### src/inc/meter_regs_pkg.sv
// Purpose: constants and types of the metering register access block
// Assumes: 250 MHz core clock
// Notes: rms results refresh once per 125 us loop (8 kHz)
package meter_regs_pkg;
    // ----------------------------------------
    // timing
    // ----------------------------------------
    localparam int CLK_PERIOD_NS = 4;
    localparam int LOOP_PERIOD_NS = 125000;
    localparam int LOOP_CYCLES = LOOP_PERIOD_NS / CLK_PERIOD_NS;
    localparam int RMS_GAP_NS = 265000;
    localparam int RMS_GAP_CYCLES = (RMS_GAP_NS + CLK_PERIOD_NS - 1) / CLK_PERIOD_NS;
    localparam int IRQ_LOW_NS = 1000;
    localparam logic [7:0] IRQ_LOW_CYCLES = 8'(IRQ_LOW_NS / CLK_PERIOD_NS);
    // ----------------------------------------
    // register map
    // ----------------------------------------
    localparam logic [15:0] ADDR_ACCURACY_SETTING = 16'hE7E2;
    localparam logic [15:0] ADDR_SETTING_UNLOCK_KEY = 16'hE7FE;
    localparam logic [7:0] UNLOCK_KEY_VALUE = 8'hAD;
    localparam logic [15:0] ADDR_RMS_BASE = 16'h43C0;
    localparam logic [15:0] ADDR_RMS_LAST = 16'h43C6;
    localparam logic [2:0] PHASE_A_VOLTAGE_RMS_RESULT = 3'h0;
    localparam logic [2:0] PHASE_B_VOLTAGE_RMS_RESULT = 3'h1;
    localparam logic [2:0] PHASE_C_VOLTAGE_RMS_RESULT = 3'h2;
    localparam logic [2:0] PHASE_A_CURRENT_RMS_RESULT = 3'h3;
    localparam logic [2:0] PHASE_B_CURRENT_RMS_RESULT = 3'h4;
    localparam logic [2:0] PHASE_C_CURRENT_RMS_RESULT = 3'h5;
    localparam logic [2:0] NEUTRAL_CURRENT_RMS_RESULT = 3'h6;
    localparam logic [15:0] ADDR_VOLTAGE_DIP_THRESHOLD = 16'hE500;
    localparam logic [15:0] ADDR_ZERO_CROSS_TIMEOUT_LIMIT = 16'hE501;
    localparam logic [15:0] ADDR_RUN = 16'hE502;
    localparam logic [7:0] SETTING_RESET = 8'h00;
    localparam logic [23:0] DIP_RESET = 24'h000000;
    localparam logic [15:0] ZC_RESET = 16'hFFFF;
    localparam logic [3:0] WRITE_REPEAT_APPLY = 4'h8;
    // ----------------------------------------
    // serial frame: cmd 8, address 16, data 32, msb first
    // ----------------------------------------
    localparam int CMD_READ_BIT = 0;
    localparam logic [5:0] ADDR_LAST_BIT = 6'h17;
    localparam logic [5:0] DATA_FIRST_BIT = 6'h18;
    localparam logic [5:0] FRAME_LAST_BIT = 6'h37;
    // ----------------------------------------
    // types
    // ----------------------------------------
    typedef logic [6:0][23:0] rms_set_type;
    typedef struct packed {
        logic [23:0] voltage_dip_threshold;
        logic [15:0] zero_cross_timeout_limit;
    } applied_type;
    typedef struct packed {
        logic [2:0] sclk_sy;
        logic [2:0] ss_sy;
        logic [2:0] mosi_sy;
        logic sclk_f;
        logic ss_f;
        logic mosi_f;
        logic [5:0] bit_cnt;
        logic [55:0] rx;
        logic [31:0] tx;
        logic miso_oe;
        logic [15:0] loop_cnt;
        logic [16:0] gap_cnt;
        logic rms_prev;
        logic [7:0] irq_cnt;
        logic irq_n;
        logic fault;
        rms_set_type snap;
        logic armed;
        logic [7:0] setting;
        logic [23:0] dip;
        logic [15:0] zc;
        logic run;
        logic seen;
        logic dip_live;
        logic zc_live;
        logic [15:0] last_wr;
        logic [3:0] wr_run;
        applied_type applied;
    } state_type;
    localparam state_type STATE_RESET = '{sclk_sy: 3'h7, ss_sy: 3'h7, sclk_f: 1'b1,
        ss_f: 1'b1, irq_n: 1'b1, setting: SETTING_RESET, dip: DIP_RESET, zc: ZC_RESET,
        applied: '{DIP_RESET, ZC_RESET}, default: '0};
endpackage

### src/meter_register_access.sv
// Purpose: host register port, rms pacing, unlock, dip/timeout take-up
// Assumes: serial port mode 3, frame cmd/addr/data msb first, cmd bit0 = read
// Notes: serial pins are sampled by CLK_I through three flops
`timescale 1ns/10ps
module meter_register_access #(
    parameter int LOOP_CYCLES = meter_regs_pkg::LOOP_CYCLES,
    parameter int RMS_GAP_CYCLES = meter_regs_pkg::RMS_GAP_CYCLES
) (
    input wire logic CLK_I,
    input wire logic RST_I,
    input wire logic SCLK_I,
    input wire logic SS_N_I,
    input wire logic MOSI_I,
    output logic MISO_O,
    output logic MISO_OE_O,
    input wire meter_regs_pkg::rms_set_type RMS_RESULTS_I,
    input wire logic PHASE_ABOVE_TENTH_I,
    output logic INTERRUPT_PIN_ZERO_N_O,
    output logic APPARENT_FAULT_O,
    output logic [7:0] ACCURACY_SETTING_O,
    output meter_regs_pkg::applied_type APPLIED_O
);
    localparam logic [15:0] LOOP_LAST = 16'(LOOP_CYCLES - 1);
    localparam logic [16:0] GAP_LAST = 17'(RMS_GAP_CYCLES - 1);

    meter_regs_pkg::state_type s_ff;
    meter_regs_pkg::state_type nxt_s;
    logic sample_set_ready_event;
    logic sclk_rise;
    logic sclk_fall;
    logic [55:0] new_rx;
    logic read_start;
    logic write_done;
    logic [15:0] op_addr;
    logic [31:0] wr_data;
    logic is_rms;
    logic rms_close;
    logic [2:0] rms_idx;
    logic [31:0] rd_word;

    // ----------------------------------------
    // register read mux
    // ----------------------------------------
    always_comb begin
        rd_word = 32'h00000000;
        case (op_addr)
            meter_regs_pkg::ADDR_ACCURACY_SETTING: rd_word = {24'h000000, s_ff.setting};
            meter_regs_pkg::ADDR_VOLTAGE_DIP_THRESHOLD: rd_word = {8'h00, s_ff.dip};
            meter_regs_pkg::ADDR_ZERO_CROSS_TIMEOUT_LIMIT: rd_word = {16'h0000, s_ff.zc};
            meter_regs_pkg::ADDR_RUN: rd_word = {31'h00000000, s_ff.run};
            default: begin
                if (is_rms) begin
                    rd_word = {8'h00, s_ff.snap[rms_idx]};
                end
            end
        endcase
    end

    // ----------------------------------------
    // next state
    // ----------------------------------------
    always_comb begin
        nxt_s = s_ff;
        // pin filters: third flop must agree with second
        nxt_s.sclk_sy = {s_ff.sclk_sy[1:0], SCLK_I};
        nxt_s.ss_sy = {s_ff.ss_sy[1:0], SS_N_I};
        nxt_s.mosi_sy = {s_ff.mosi_sy[1:0], MOSI_I};
        if (s_ff.sclk_sy[1] == s_ff.sclk_sy[2]) begin
            nxt_s.sclk_f = s_ff.sclk_sy[2];
        end
        if (s_ff.ss_sy[1] == s_ff.ss_sy[2]) begin
            nxt_s.ss_f = s_ff.ss_sy[2];
        end
        if (s_ff.mosi_sy[1] == s_ff.mosi_sy[2]) begin
            nxt_s.mosi_f = s_ff.mosi_sy[2];
        end
        sclk_rise = !s_ff.ss_f && nxt_s.sclk_f && !s_ff.sclk_f;
        sclk_fall = !s_ff.ss_f && !nxt_s.sclk_f && s_ff.sclk_f;
        new_rx = {s_ff.rx[54:0], nxt_s.mosi_f};
        read_start = sclk_rise && s_ff.bit_cnt == meter_regs_pkg::ADDR_LAST_BIT
            && new_rx[16 + meter_regs_pkg::CMD_READ_BIT];
        write_done = sclk_rise && s_ff.bit_cnt == meter_regs_pkg::FRAME_LAST_BIT
            && !new_rx[48 + meter_regs_pkg::CMD_READ_BIT];
        op_addr = write_done ? new_rx[47:32] : new_rx[15:0];
        wr_data = new_rx[31:0];
        is_rms = op_addr >= meter_regs_pkg::ADDR_RMS_BASE
            && op_addr <= meter_regs_pkg::ADDR_RMS_LAST;
        rms_idx = 3'(op_addr - meter_regs_pkg::ADDR_RMS_BASE);
        rms_close = s_ff.rms_prev && s_ff.gap_cnt < GAP_LAST;

        // processing loop and ready interrupt
        sample_set_ready_event = s_ff.loop_cnt == LOOP_LAST;
        nxt_s.loop_cnt = sample_set_ready_event ? 16'h0000 : s_ff.loop_cnt + 16'h0001;
        if (sample_set_ready_event) begin
            nxt_s.snap = RMS_RESULTS_I;
            nxt_s.irq_n = 1'b0;
            nxt_s.irq_cnt = meter_regs_pkg::IRQ_LOW_CYCLES - 8'h01;
        end else if (s_ff.irq_cnt != 8'h00) begin
            nxt_s.irq_cnt = s_ff.irq_cnt - 8'h01;
        end else begin
            nxt_s.irq_n = 1'b1;
        end
        nxt_s.fault = s_ff.fault && !sample_set_ready_event;
        if (s_ff.gap_cnt != GAP_LAST) begin
            nxt_s.gap_cnt = s_ff.gap_cnt + 17'h00001;
        end

        // serial frame
        nxt_s.miso_oe = !s_ff.ss_f;
        if (s_ff.ss_f) begin
            nxt_s.bit_cnt = 6'h00;
        end else if (sclk_rise) begin
            nxt_s.rx = new_rx;
            nxt_s.bit_cnt = s_ff.bit_cnt + 6'h01;
        end else if (sclk_fall && s_ff.bit_cnt > meter_regs_pkg::DATA_FIRST_BIT) begin
            nxt_s.tx = {s_ff.tx[30:0], 1'b0};
        end
        if (read_start) begin
            nxt_s.tx = rd_word;
            nxt_s.armed = 1'b0;
            nxt_s.wr_run = 4'h0;
            nxt_s.last_wr = 16'h0000;
            if (is_rms) begin
                nxt_s.rms_prev = 1'b1;
                nxt_s.gap_cnt = 17'h00000;
                if (rms_close) begin
                    nxt_s.tx = ~rd_word;
                    nxt_s.fault = 1'b1;
                end
            end
        end

        // register writes
        if (write_done) begin
            nxt_s.armed = op_addr == meter_regs_pkg::ADDR_SETTING_UNLOCK_KEY
                && wr_data[7:0] == meter_regs_pkg::UNLOCK_KEY_VALUE;
            nxt_s.last_wr = op_addr;
            if (op_addr == s_ff.last_wr && s_ff.wr_run != 4'hF) begin
                nxt_s.wr_run = s_ff.wr_run + 4'h1;
            end else if (op_addr != s_ff.last_wr) begin
                nxt_s.wr_run = 4'h1;
            end
            if (op_addr == meter_regs_pkg::ADDR_ACCURACY_SETTING && s_ff.armed) begin
                nxt_s.setting = wr_data[7:0];
            end
            if (op_addr == meter_regs_pkg::ADDR_RUN) begin
                nxt_s.run = wr_data[0];
            end
            if (op_addr == meter_regs_pkg::ADDR_VOLTAGE_DIP_THRESHOLD) begin
                nxt_s.dip = wr_data[23:0];
                if (nxt_s.wr_run >= meter_regs_pkg::WRITE_REPEAT_APPLY) begin
                    nxt_s.dip_live = 1'b1;
                end
            end
            if (op_addr == meter_regs_pkg::ADDR_ZERO_CROSS_TIMEOUT_LIMIT) begin
                nxt_s.zc = wr_data[15:0];
                if (nxt_s.wr_run >= meter_regs_pkg::WRITE_REPEAT_APPLY) begin
                    nxt_s.zc_live = 1'b1;
                end
            end
        end

        // dip and timeout take-up
        if (PHASE_ABOVE_TENTH_I) begin
            nxt_s.seen = 1'b1;
            nxt_s.dip_live = 1'b1;
            nxt_s.zc_live = 1'b1;
        end
        nxt_s.applied.voltage_dip_threshold = (s_ff.run && s_ff.dip_live) ?
            s_ff.dip : meter_regs_pkg::DIP_RESET;
        nxt_s.applied.zero_cross_timeout_limit = (s_ff.run && s_ff.zc_live) ?
            s_ff.zc : meter_regs_pkg::ZC_RESET;
    end

    always_ff @(posedge CLK_I) begin
        if (RST_I) begin
            s_ff <= meter_regs_pkg::STATE_RESET;
        end else begin
            s_ff <= nxt_s;
        end
    end

    // ----------------------------------------
    // outputs
    // ----------------------------------------
    assign MISO_O = s_ff.tx[31];
    assign MISO_OE_O = s_ff.miso_oe;
    assign INTERRUPT_PIN_ZERO_N_O = s_ff.irq_n;
    assign APPARENT_FAULT_O = s_ff.fault;
    assign ACCURACY_SETTING_O = s_ff.setting;
    assign APPLIED_O = s_ff.applied;
endmodule

### config.mk
export PLATFORM = sky130hd
export DESIGN_NAME = meter_register_access
export DESIGN_NICKNAME = d
export VERILOG_FILES = /design/src/inc/meter_regs_pkg.sv /design/src/meter_register_access.sv
export SDC_FILE = /design/constraint.sdc
export NUM_CORES = 1
export LEC_CHECK = 0
export ABC_CLOCK_PERIOD_IN_PS = 4540
export BUFFER_PORTS_ARGS = -buffer_cell sky130_fd_sc_hd__clkbuf_2
export CORE_MARGIN = 2
export CORE_UTILIZATION = 35
export DETAILED_ROUTE_END_ITERATION = 6
export GPL_ROUTABILITY_DRIVEN = 0
export PLACE_DENSITY = 0.62
export SYNTH_ARGS = -nofsm -noshare
export SYNTH_HDL_FRONTEND = slang
export SYNTH_SLANG_ARGS = --single-unit
### constraint.sdc
create_clock -name CLK_I -period 4.54 [get_ports CLK_I]
set_clock_uncertainty 0.2 [all_clocks]
set_input_delay 1.135 -clock CLK_I [delete_from_list [all_inputs] [get_ports CLK_I]]
set_output_delay 1.135 -clock CLK_I [all_outputs]
set_load 0.03 [all_outputs]
After elaboration in Yosys (flattened, before gate mapping) --
Index checks and enable logic that the tools add are counted.
Word-level totals: register bits after elaboration 431, bits in latches 0, RAM bits 0, bits in read-only memories 0, input bits 174, output and inout port bits 52, word-level logic and storage cells 150, memories 0
Operators by class: add/subtract/negate cells 6, $mul 0, divide/modulo/power cells 0, $lt $le $gt $ge 6, equal/unequal tests 19, shifts and indexed selects 0, mux-type cells 37, bitwise operators 4, reduce and logical (&&, ||, !) cells 43
Operator list (number):
- $mux 32 | 6
- $pmux 24 s4 | 1
- $eq 16x16->1 const B | 5
- $bmux 24 s3 | 1
- $mux 24 | 3
- $mux 50 | 1
- $mux 18 | 2
- $mux 16 | 2
- $not 32->32 | 1
- $mux 22 | 1
- $mux 20 | 1
- $add 17x1->17 const B | 1
- $logic_and 1x1->1 | 17
- $lt 17x17->1 const B | 1
- $mux 17 | 1
- $ne 17x17->1 const B | 1
- $add 16x1->16 const B | 1
- $eq 16x15->1 const B | 1
- $eq 16x16->1 | 1
- $ge 16x15->1 const B | 1
- $le 16x15->1 const B | 1
- $mux 8 | 2
- $ne 16x16->1 | 1
- $reduce_bool 2->1 | 7
- 24 further kinds | 55

Logic depth before layout (Yosys ltp) --
depth after elaboration 16, gate-level depth with buffers 13, mapped depth without buffers 10

Worst setup path after synthesis --
Ideal clock, no wire load.
path kind reg-to-reg, from reg s_ff[414] (netlist name), to reg s_ff[340] (netlist name), setup time 0.138 ns, data arrival time 2.542 ns, data required time 4.202 ns, path slack 1.661 ns, stages on the path, launching flop included 13, path buffers 3, period minus slack after synthesis 2.879 ns, cells stage by stage dfxtp_1 -> ha_1 -> and4b_1 -> buf_2 -> a31o_2 -> buf_4 -> nand2_2 -> buf_4 -> mux2_2 -> a221oi_1 -> o221ai_1 -> a31oi_1 -> a211oi_1
Between the ends: longest elaborated chain between the ends 13, elaborated cells on any way between the ends 29, classes of those cells add/sub: 1; order compare: 3; eq/ne: 8; mux: 8; bitwise: 1; reduce/logical: 8
Ends and longest elaborated chain:
- start, declared | RTL line meter_register_access.sv:26 | meter_regs_pkg::state_type s_ff;
- start signal, assigned | RTL line meter_register_access.sv:177 | s_ff <= meter_regs_pkg::STATE_RESET;
- start signal, assigned | RTL line meter_register_access.sv:179 | s_ff <= nxt_s;
- $eq 6x6->1 | RTL line meter_register_access.sv:82 | write_done = sclk_rise && s_ff.bit_cnt == meter_regs_pkg::FRAME_LAST_BIT
- $logic_and 1x1->1 | RTL line meter_register_access.sv:82
- $logic_and 1x1->1 | RTL line meter_register_access.sv:83 | && !new_rx[48 + meter_regs_pkg::CMD_READ_BIT];
- $mux 16 | RTL line meter_register_access.sv:84 | op_addr = write_done ? new_rx[47:32] : new_rx[15:0];
- $sub 3x1->3 | RTL line meter_register_access.sv:88 | rms_idx = 3'(op_addr - meter_regs_pkg::ADDR_RMS_BASE);
- $bmux 24 s3 | RTL line meter_register_access.sv:53 | rd_word = {8'h00, s_ff.snap[rms_idx]};
- $mux 24 (not written as such) | RTL line meter_register_access.sv:53
- $mux 24 | RTL line meter_register_access.sv:52 | if (is_rms) begin
- $pmux 24 s4 | RTL line meter_register_access.sv:46 | case (op_addr)
- $not 32->32 | RTL line meter_register_access.sv:127 | nxt_s.tx = ~rd_word;
- $mux 32 | RTL line meter_register_access.sv:126 | if (rms_close) begin
- $mux 32 | RTL line meter_register_access.sv:123 | if (is_rms) begin
- $mux 32 | RTL line meter_register_access.sv:118 | if (read_start) begin
Parallel ways exist; a longest one is shown, timed or not. The select of a mux whose other input is x is not followed. A chain may end at the register's enable or synchronous reset.

Final worst setup path --
from reg s_ff (netlist bit nxt_s[431]), to reg s_ff[335] (netlist name)
Between the ends: longest elaborated chain between the ends 16, elaborated cells on any way between the ends 33, classes of those cells add/sub: 1; order compare: 2; eq/ne: 7; mux: 9; bitwise: 1; reduce/logical: 13
Ends and longest elaborated chain:
- $eq 1x1->1 (*) | RTL line meter_register_access.sv:68 | if (s_ff.sclk_sy[1] == s_ff.sclk_sy[2]) begin
- $mux 1 (*) | RTL line meter_register_access.sv:68
- $logic_and 1x1->1 (2 in series) | RTL line meter_register_access.sv:77 | sclk_rise = !s_ff.ss_f && nxt_s.sclk_f && !s_ff.sclk_f;
- $logic_and 1x1->1 | RTL line meter_register_access.sv:82
- $logic_and 1x1->1 | RTL line meter_register_access.sv:83
- $mux 16 | RTL line meter_register_access.sv:84
- $sub 3x1->3 | RTL line meter_register_access.sv:88
- $bmux 24 s3 | RTL line meter_register_access.sv:53
- $mux 24 (not written as such) | RTL line meter_register_access.sv:53
- $mux 24 | RTL line meter_register_access.sv:52
- $pmux 24 s4 | RTL line meter_register_access.sv:46
- $not 32->32 | RTL line meter_register_access.sv:127
- $mux 32 | RTL line meter_register_access.sv:126
- $mux 32 | RTL line meter_register_access.sv:123
- $mux 32 | RTL line meter_register_access.sv:118
Mark *: on every way between the ends. The rest lies on a longest branch, timed or not. The select of a mux whose other input is x is not followed.

==> out/summary.txt <==
Post-Synth Adder-Cell Area -> 0.589%
Clock Tree Buf Depth -> 3
DP Wirelength -> 42,000 microns
largest net degree at the start of global routing -> 246
Worst-Skew Late Latency -> 0.61 ns
Lkg Pwr -> 0.00766 uW
total CTS buffers -> 46
Vias/cell -> 5.36
Syn-to-layout area delta -> 15.0%
Die Wd -> 235 microns
num rows -> 84
total track usage -> 20.7%
CP endpoint kind -> flop
DR pass1 iterations -> 7
CP required -> 4.76 ns
Initial Util -> 35.5%
Hold-fix buffers, CTS -> 0
dominant synthesized flop cell -> dfxtp_1
die height -> 235 microns
critical path type -> reg2reg
pwr dens -> 371 nW/um^2
warnings from Yosys -> 0
Synth cell types -> 68
Synth async-reset ratio -> 0%
post-synthesis cell count -> 2,305
Ant. Diodes -> 0
register area -> 8470 sq um
CP Launch Type -> flop
DRC Markers -> 8
mean post-synth cell area -> 8.11 sq um
Max Slew Vio Count -> 0
Worst Tran Pin Value -> 1.45 ns
fillers -> 5,239
Yosys reg bits -> 423
final setup fails -> 0
Antenna Nets Post-Route -> 0
CTS sink cnt -> 423
grt ovf -> 0
fmax -> 241 MHz
initial DRC count -> 1,448
Core Util, Final -> 40.8%
TritonCTS clock tree -> done
Post-Synth XOR/XNOR Area -> 2.91%
Synth Area in Compound Gates -> 16.3%
Vias -> 16.7k
RSZ-0062 raised after global routing -> no
post-synthesis mux area share -> 6.28%
Final min period -> 4.15 ns
post-synth top area share -> 45.3%
Core Footprint -> 52,700 sq um
biggest area consumer among synthesized cells -> dfxtp_1
number of port buffers -> 225
Synth Area in Simple Gates -> 22.5%
Final period util -> 91.5%
first-pass GRT wire length -> 92,200 microns
I/O pins -> 226
register area share after synthesis -> 45.3%
cell with the most instances after synthesis -> nand2_1
synth top area cells -> dfxtp_1 45%, nand2_1 13%, a21oi_1 8.5%
initial antenna violation count -> 0
clk slew on worst S/H paths -> 0.07 ns
synth cell count leaders -> 623 x nand2_1, 423 x dfxtp_1, 319 x a21oi_1
Final Cell Area -> 21,500 sq um
Min-Delay Path Class -> reg2reg
mapped cell area -> 18,700 sq um
Root Buffer -> clkbuf_16
vias in the first global route -> 16.2k
Multi-input gate area -> 9130 sq um
Final #Nets -> 2,568
Post-DP Area -> 19,900 sq um
Syn Nets -> 2,487
largest family of logic cells by synthesized area -> simple AND/OR/NAND/NOR gates
Routed WL -> 58,700 microns
Fin. Hold Viols -> 0
violated checks -> DRC
die area -> 55,300 sq um
Routed wire per std cell -> 18.9 microns
status -> complete, but fails checks
Max-slew headroom -> 3.29%
H-Tree Depth -> 2
layout cells sized above 1 -> 17.0%
crit path DAT -> 4.38 ns
Post-synth EDFFs -> 0
VDD IR max -> 0.000260 V
Fin Setup TNS -> 0 ns
Max-Cap Viols -> 0
Setup Buffers After CTS -> 0
Worst Path Max Fanout -> 24
post_cts resized -> 0
-- layout by cell type (no fill, tap or decap), types with 37 or more instances in the layout --
cell type | synthesis | layout
a21oi_1 | 319 | 319
clkbuf_16 | 0 | 46
clkbuf_2 | 0 | 224
dfxtp_1 | 423 | 423
mux2i_1 | 84 | 84
nand2_1 | 623 | 623
nand3_1 | 59 | 59
nor2_1 | 62 | 62
o21ai_0 | 59 | 58
xor2_1 | 37 | 37
-- path summary, 6_finish.rpt --
| check | startpoint | to | slack (ns) | cells after the start |
|---|---|---|---|---|
| max | nxt_s[431] | s_ff[335] | 0.39 | 8 |
| min | s_ff[167] | s_ff[167] | 0.25 | 2 |
| max reg2reg | nxt_s[431] | s_ff[335] | 0.39 | 8 |
| min reg2reg | s_ff[167] | s_ff[167] | 0.25 | 2 |
-- cells by family (layout without fill, tap and decap cells) --
logic type | Yosys count | count (layout)
buf+inv | 237 | 355
fa+ha+maj | 9 | 9
flops | 423 | 423
mux | 113 | 113
simple gates | 940 | 940
compound gates | 521 | 521
xor+xnor | 62 | 62
-- where the power goes --
part	switching, uW	internal [uW]
Clock	1610	2260
Sequential	32.9	3750
Combinational	180	145
Total	1820	6160
-- registers in the layout (all words and copies together), names as in the netlist --
register / cells
s_ff: 317
nxt_s: 6
APPLIED_O: 40
MISO_OE_O: 1
APPARENT_FAULT_O: 1
ACCURACY_SETTING_O: 8
INTERRUPT_PIN_ZERO_N_O: 1
MISO_O: 1
new_rx: 48
-- final cells by class --
type / count / share of cell area, %
sequential: 423 / 39.4
multi-input combinational: 1645 / 42.4
clock inverter: 21 / 1.26
timing repair buffer: 258 / 6.61
inverter: 12 / 0.210
tap: 688 / 4.00
clock buffer: 64 / 6.09
-- critical path, cell delays in order, from the launching register on --
cell and delay [ns]:
dfxtp_1 0.44, and4bb_2 0.62, nand4_2 0.36, nand2_2 0.68, buf_4 0.47, mux2i_1 0.70
o221ai_1 0.19, a31oi_1 0.19, a211oi_1 0.09
-- metal layers --
metal / GRT usage (%) / routed length [microns]
met3: 3.94 / 3450
met2: 34.3 / 27800
met1: 27.0 / 25600
met5: 0 / 0
met4: 6.90 / 1850
-- stage by stage --
step	cells	setup WS (ns)	hold slack, ns	total power [uW]
final	3111	0.386	0.252	7980
after CTS	3111	0.514	0.253	8060
after global placement	3026	0.686	0.238	4180
after floorplan	2305	1.66	0.189	4050
after global routing	3111	0.142	0.265	8220
after detailed placement	3026	0.536	0.244	4190
Power figures use the tool's default switching activity.
